File: src/rtl/lsw_pkg.sv
`default_nettype none
package lsw_pkg;
  // serial word
  localparam int          WORD_W      = 16;
  localparam int          ADDR_MSB    = 15;
  localparam int          ADDR_LSB    = 8;
  localparam int          DATA_MSB    = 7;
  localparam int          DATA_LSB    = 0;
  localparam logic [15:0] WORD_RESET  = 16'h0000;
  // synchroniser bit order {clk, cs_n, din}
  localparam int          SER_CLK_BIT = 2;
  localparam int          SER_CS_BIT  = 1;
  localparam int          SER_DIN_BIT = 0;
  localparam logic [2:0]  SER_IDLE    = 3'h2;
  // display geometry
  localparam int          FULL_DIGITS = 8;
  localparam int          SEG_W       = 8;
  localparam int          LINES       = 8;
  localparam int          DIGIT_W     = 3;
  localparam logic [2:0]  DIGIT_FIRST = 3'h0;
  localparam logic [2:0]  DIGIT_STEP  = 3'h1;
  // segment byte: bit 7 dp, 6 a, 5 b, 4 c, 3 d, 2 e, 1 f, 0 g
  localparam int          SEG_A_BIT   = 6;
  // segment bit carried by the n-th free shared line: dp g f e d c b
  localparam logic [2:0]  SEG_OF_POS [0:6] =
    '{3'h7, 3'h0, 3'h1, 3'h2, 3'h3, 3'h4, 3'h5};
  localparam logic [7:0]  LINES_OFF   = 8'hff;
  localparam logic [7:0]  LINES_LOW   = 8'h00;
  // internal multiplex oscillator stand-in
  localparam int          SYS_CLK_HZ  = 100_000_000;
  localparam int          INT_OSC_HZ  = 4_000_000;
  localparam int          INT_OSC_DIV = SYS_CLK_HZ / INT_OSC_HZ;
endpackage : lsw_pkg
`default_nettype wire

File: src/rtl/lsw_map_if.sv
`default_nettype none
interface lsw_map_if;
  logic [2:0] digit;
  logic [7:0] segs;
  logic       enable;
  logic [7:0] lines_out;
  logic [7:0] lines_oe_n;
  logic       seg_a_out;
  logic       seg_a_oe_n;
  modport scan (output digit, segs, enable,
                input  lines_out, lines_oe_n, seg_a_out, seg_a_oe_n);
  modport map  (input  digit, segs, enable,
                output lines_out, lines_oe_n, seg_a_out, seg_a_oe_n);
endinterface : lsw_map_if
`default_nettype wire

File: src/rtl/lsw_line_map.sv
`default_nettype none
module lsw_line_map (
  // scan side
  lsw_map_if.map m
);
  always_comb begin
    logic [2:0] pos;
    logic [2:0] bit_sel;
    pos = 3'h0;
    bit_sel = 3'h0;
    m.lines_out  = lsw_pkg::LINES_LOW;
    m.lines_oe_n = lsw_pkg::LINES_OFF;
    m.seg_a_out  = 1'b0;
    m.seg_a_oe_n = 1'b1;
    if (m.enable) begin
      for (int j = 0; j < lsw_pkg::LINES; j++) begin
        if (3'(j) == m.digit) begin
          // digit_common_cathode sinks on its own line
          m.lines_oe_n[j] = 1'b0;
        end else begin
          // free lines carry dp g f e d c b in order
          pos = (3'(j) < m.digit) ? 3'(j) : 3'(j - 1);
          bit_sel = lsw_pkg::SEG_OF_POS[pos];
          if (m.segs[bit_sel]) begin
            m.lines_out[j]  = 1'b1;
            m.lines_oe_n[j] = 1'b0;
          end
        end
      end
      // segment a always on the segment-only line
      if (m.segs[lsw_pkg::SEG_A_BIT]) begin
        m.seg_a_out  = 1'b1;
        m.seg_a_oe_n = 1'b0;
      end
    end
  end // anything not driven stays released
endmodule : lsw_line_map
`default_nettype wire

File: src/rtl/lsw_serial_write_port.sv
`default_nettype none
// Operation
// - shift din on each serial clock rise
// - no shifting while chip select high
// - chip select rise latches last sixteen bits
// - word: upper byte address, lower byte data
// - serial clock may idle low or high
// - three input-only wires: clock, select, data
// - undriven lines are high impedance
// - own digit sinks, others source segments
// - eight LEDs per digit, eight or five digits
// - reduced variant: upper three digits stay dark
// - cathode on line k, a on ninth line
// - odd bit counts keep last sixteen bits
// - no read path back to host
module lsw_serial_write_port #(
  parameter int NUM_DIGITS = lsw_pkg::FULL_DIGITS,
  parameter int OSC_DIV    = lsw_pkg::INT_OSC_DIV
) (
  // clock and reset
  input  wire logic        sys_clk,
  input  wire logic        rst,
  // serial write port, inputs only
  input  wire logic        ser_clk,
  input  wire logic        ser_cs_n,
  input  wire logic        ser_din,
  // multiplex clock
  input  wire logic        mux_clock_in,
  input  wire logic        use_ext_mux_clk,
  // scan setup from local logic
  input  wire logic [2:0]  scan_limit,
  input  wire logic [63:0] digit_segments,
  // received command
  output logic      [7:0]  cmd_addr,
  output logic      [7:0]  cmd_data,
  output logic             cmd_strobe,
  // display lines
  output logic      [7:0]  shared_cathode_segment_line_out,
  output logic      [7:0]  shared_cathode_segment_line_oe_n,
  output logic             segment_only_line_out,
  output logic             segment_only_line_oe_n
);
  localparam int OSC_W = (OSC_DIV > 1) ? $clog2(OSC_DIV) : 1;

  typedef struct packed {
    logic [2:0]       ser_s1;
    logic [2:0]       ser_s2;
    logic             clk_prev;
    logic             cs_prev;
    logic [15:0]      shift;
    logic [15:0]      cmd;
    logic             cmd_stb;
    logic [1:0]       mux_s1;
    logic [1:0]       mux_s2;
    logic             mux_prev;
    logic [OSC_W-1:0] osc_cnt;
    logic [2:0]       digit;
    logic [7:0]       line_out;
    logic [7:0]       line_oe_n;
    logic             seg_a_out;
    logic             seg_a_oe_n;
  } lsw_state_t;

  localparam lsw_state_t STATE_RESET = '{
    ser_s1:     lsw_pkg::SER_IDLE,
    ser_s2:     lsw_pkg::SER_IDLE,
    clk_prev:   1'b0,
    cs_prev:    1'b1,
    shift:      lsw_pkg::WORD_RESET,
    cmd:        lsw_pkg::WORD_RESET,
    cmd_stb:    1'b0,
    mux_s1:     2'h0,
    mux_s2:     2'h0,
    mux_prev:   1'b0,
    osc_cnt:    '0,
    digit:      lsw_pkg::DIGIT_FIRST,
    line_out:   lsw_pkg::LINES_LOW,
    line_oe_n:  lsw_pkg::LINES_OFF,
    seg_a_out:  1'b0,
    seg_a_oe_n: 1'b1
  };

  lsw_state_t q_reg;
  lsw_state_t q_next;
  logic       clk_rise;
  logic       cs_rise;
  logic       mux_tick;

  lsw_map_if map_bus ();

  lsw_line_map u_map (
    .m (map_bus.map)
  );

  // mapper sees the digit being scanned now
  assign map_bus.digit  = q_reg.digit;
  assign map_bus.segs   = digit_segments[q_reg.digit*lsw_pkg::SEG_W +:
                                         lsw_pkg::SEG_W];
  assign map_bus.enable = int'(q_reg.digit) < NUM_DIGITS;

  // edges found on second-stage samples only
  assign clk_rise = q_reg.ser_s2[lsw_pkg::SER_CLK_BIT] & ~q_reg.clk_prev;
  assign cs_rise  = q_reg.ser_s2[lsw_pkg::SER_CS_BIT] & ~q_reg.cs_prev;

  always_comb begin
    q_next = q_reg;
    q_next.ser_s1 = {ser_clk, ser_cs_n, ser_din};
    q_next.ser_s2 = q_reg.ser_s1;
    q_next.clk_prev = q_reg.ser_s2[lsw_pkg::SER_CLK_BIT];
    q_next.cs_prev  = q_reg.ser_s2[lsw_pkg::SER_CS_BIT];
    q_next.cmd_stb  = 1'b0;
    // only rising edges count, so either idle level is harmless
    if (clk_rise && !q_reg.ser_s2[lsw_pkg::SER_CS_BIT]) begin
      q_next.shift = {q_reg.shift[lsw_pkg::WORD_W-2:0],
                      q_reg.ser_s2[lsw_pkg::SER_DIN_BIT]};
    end
    // shift register clears only on reset: stale bits fill short words
    if (cs_rise) begin
      q_next.cmd     = q_reg.shift;
      q_next.cmd_stb = 1'b1;
    end
    q_next.mux_s1   = {use_ext_mux_clk, mux_clock_in};
    q_next.mux_s2   = q_reg.mux_s1;
    q_next.mux_prev = q_reg.mux_s2[0];
    q_next.osc_cnt  = (q_reg.osc_cnt == '0) ? OSC_W'(OSC_DIV - 1)
                                            : q_reg.osc_cnt - OSC_W'(1);
    if (mux_tick) begin
      q_next.digit = (q_reg.digit >= scan_limit) ? lsw_pkg::DIGIT_FIRST
                     : q_reg.digit + lsw_pkg::DIGIT_STEP;
    end
    q_next.line_out   = map_bus.lines_out;
    q_next.line_oe_n  = map_bus.lines_oe_n;
    q_next.seg_a_out  = map_bus.seg_a_out;
    q_next.seg_a_oe_n = map_bus.seg_a_oe_n;
  end

  // external clock is slow against sys_clk, so edge sampling is safe
  assign mux_tick = q_reg.mux_s2[1] ? (q_reg.mux_s2[0] & ~q_reg.mux_prev)
                                    : (q_reg.osc_cnt == '0);

  always_ff @(posedge sys_clk) begin
    if (rst) begin
      q_reg <= STATE_RESET;
    end else begin
      q_reg <= q_next;
    end
  end

  // no serial output exists at all
  assign cmd_addr   = q_reg.cmd[lsw_pkg::ADDR_MSB:lsw_pkg::ADDR_LSB];
  assign cmd_data   = q_reg.cmd[lsw_pkg::DATA_MSB:lsw_pkg::DATA_LSB];
  assign cmd_strobe = q_reg.cmd_stb;
  assign shared_cathode_segment_line_out  = q_reg.line_out;
  assign shared_cathode_segment_line_oe_n = q_reg.line_oe_n;
  assign segment_only_line_out            = q_reg.seg_a_out;
  assign segment_only_line_oe_n           = q_reg.seg_a_oe_n;
endmodule : lsw_serial_write_port
`default_nettype wire

File: config.mk
export PLATFORM = sky130hd
export DESIGN_NAME = lsw_serial_write_port
export DESIGN_NICKNAME = d
export VERILOG_FILES = /design/src/rtl/lsw_pkg.sv /design/src/rtl/lsw_map_if.sv /design/src/rtl/lsw_line_map.sv /design/src/rtl/lsw_serial_write_port.sv
export SDC_FILE = /design/constraint.sdc
export NUM_CORES = 1
export LEC_CHECK = 0
export BUFFER_PORTS_ARGS = -buffer_cell sky130_fd_sc_hd__buf_4
export CAP_MARGIN = 20
export CORE_ASPECT_RATIO = 1.5
export CORE_MARGIN = 2
export CORE_UTILIZATION = 30
export DETAILED_ROUTE_END_ITERATION = 12
export PLACE_DENSITY_LB_ADDON = 0.12
export SYNTH_ARGS = -nofsm -noshare
export SYNTH_HDL_FRONTEND = slang
export SYNTH_HIERARCHICAL = 1
export SYNTH_SLANG_ARGS = --single-unit
export TNS_END_PERCENT = 30
File: constraint.sdc
create_clock -name sys_clk -period 2.68 [get_ports sys_clk]
set_input_delay 0.134 -clock sys_clk [delete_from_list [all_inputs] [get_ports sys_clk]]
set_output_delay 0.134 -clock sys_clk [all_outputs]
set_load 0.005 [all_outputs]
==> out/qor.csv <==
metric;value;unit
Port Buf Inserts;108;
Worst Path Arrival;2.27;ns
Critical Path Fanout Max;6;
total number of vias;2639;
Routed Antenna Nets;0;
clock buffer count from CTS;9;
Setup Skew;0.00689;ns
Synth async-reset ratio;0;%
initial antenna violation count;0;
routed len/inst;12.0;microns
Via density;4.43;
Combinational Power Share;27.8;%
vias in the first global route;2673;
CP endpoint kind;flip-flop;
first-pass GRT wire length;12200;microns
clock sinks;72;
register area share after synthesis;41.8;%
Post-Place Cells;579;
HPWL after detailed placement;5290;microns
CP peak stage delay;0.50;ns
DR DRC count;0;
warnings from Yosys;6;
Tcrit/Tclk final;75.0;%
Synth top area share;41.8;%
Fill cells;1199;
Worst Tran Pin Value;0.664;ns
Hold WS;0.0160;ns
Net Sw Power;0.879;mW
area grow syn2layout;29.0;%
hold crit path type;input port to flip-flop;
Syn Area/Cell;9.27;sq um
Final Hold Fails;0;
fmax;497;MHz
DR iter-0 viols;58;
Post-synth EDFFs;0;
WP buf/inv;1;
ANT cells;0;
# IOs;109;
H-tree depth;3;
final max-slew violation count;0;
die width;91.6;microns
DR pass1 iterations;4;
top post-synthesis cells by area;dfxtp_1 42%, mux4_2 10%, nand2_1 8.5%;
Data required, critical path;2.94;ns
Total Wirelength;7140;microns
clock network fraction of design power;35.4;%
post-synthesis register bit count;72;
aggregate global routing overflow;0;
delay-heaviest family, CP;simple AND/OR/NAND/NOR gates;
CTS tree;built;
CTS resizes;0;
status;finished, final reports clean;
Tmin final;2.01;ns
LEAKAGE;1.77;nW
Top FF cell, synth;dfxtp_1;
gp weighted congestion;0.687;
Finished Core Util;39.2;%
Max Cap Viol;0;
Final Setup Violations;0;
Syn Std Cell Area;0.00345;sq mm
GRT Util Overall;12.4;%
Syn Nets;451;
Cell variety after synth;46;
fin nets;520;
row count;48;
CP Class;flip-flop to flip-flop;
DIE AREA;0.0124;sq mm
internal power;2.41;mW
max reg flops;26;
die height;135;microns
power per standard cell area;739;mW/mm^2
CORE AREA;0.0114;sq mm
clk_lat worst skew;0.33;ns
Root Buffer;clkbuf_16;
synthesized netlist cell count;372;
Max Buffers Root-to-Sink;2;
commonest non-fill, non-tap cell in the layout;buf_4;
Worst slew margin;55.7;%
Finished Layout Cells;596;
peak supply drop;329;uV
Switching Fraction;26.8;%
RSZ-0062 raised after global routing;false;
clk slew on worst S/H paths;0.06;ns
Worst setup SP type;flip-flop;
Starting Density;30.4;%
Post-Route Setup TNS;0;ns
cell taking the most area after synthesis;dfxtp_1;
Reg power frac;36.8;%
largest net degree at the start of global routing;71;
critical-path cell list;inv_1 > ha_1 > or4b_4 > o21a_4 > or4b_1 > a31oi_1;
CP max stage cell;or4b_4;
leading cell types in the layout, fill and taps excluded;113 x buf_4, 78 x nand2_1, 72 x dfxtp_1;
layout cells sized above 1;39.9;%
[final cells by class]
type / count / area (sq um) / area share, %
Clock inverter: 7 / 71.3 / 1.60
Inverter: 8 / 30.0 / 0.675
Clock buffer: 9 / 225 / 5.06
Timing Repair Buffer: 115 / 878 / 19.7
Tap cell: 150 / 188 / 4.22
Sequential cell: 72 / 1440 / 32.4
Multi-Input combinational cell: 235 / 1620 / 36.3
[what timing repair did]
item	4_1_cts	5_1_grt
setup endpoints to repair	0	0
endpoints found under the hold margin	1	0
setup buffers	0	0
hold buffers	1	0
[power groups by stage]
stage / logic (mW) / registers (mW) / clock network (mW)
after floorplan: 0.719 / 1.22 / 0
after global placement: 0.922 / 1.23 / 0
after detailed placement: 0.930 / 1.23 / 0
after CTS: 0.934 / 1.21 / 1.21
after global routing: 1.03 / 1.22 / 1.26
final: 0.914 / 1.21 / 1.16
[through the flow]
stage	power, mW	worst slack [ns]	area [sq um]
4_1_cts	3.36	0.659	4450
5_1_grt	3.51	0.575	4450
3_5_place_dp	2.16	0.667	4140
3_3_place_gp	2.15	0.702	4140
6_report	3.29	0.670	4450
2_1_floorplan	1.94	0.402	3450
[worst paths after layout]
kind | startpoint | end | slack (ns) | cells past startpoint
max | q_reg[21] | map_bus.digit[2] | 0.67 | 6
min | use_ext_mux_clk | q_next[28] | 0.02 | 2
max reg2reg | q_reg[21] | map_bus.digit[2] | 0.67 | 6
min reg2reg | q_next[67] | q_next[64] | 0.41 | 1
[Yosys cell counts (2+ instances only)]
cell type   n
a21bo_1     2
a21boi_1    4
a21oi_1    38
a31oi_1     2
buf_2       2
buf_4      35
buf_6       2
clkbuf_1   18
dfxtp_1    72
ha_1        5
inv_1       8
mux2_2      8
mux4_2     16
nand2_1    78
nand2b_1    4
nand3_1     2
nand3b_1    4
nor2_1      8
nor2b_1    20
o21ai_1     6
or2_2      12
xnor2_1     2
[metal layers]
metal / up-vias / global-route usage, % / wire (microns)
li1: 1347 / - / -
met4: 0 / 6.06 / 143
met1: 1188 / 13.3 / 2900
met3: 9 / 3.51 / 481
met2: 95 / 22.3 / 3610
met5: - / 0 / 0
[kinds of logic after synthesis]
family / count (synthesis) / share of synthesized area (%)
AOI/OAI and AO/OA: 61 / 10.8
xor gates and xnor gates: 2 / 0.508
adders and majority gates: 5 / 1.81
buffers and inverters: 65 / 11.4
DFF: 72 / 41.8
muxes: 24 / 13.1
other: 1 / 0.109
and+or+nand+nor: 142 / 20.5
Power figures use the tool's default switching activity.
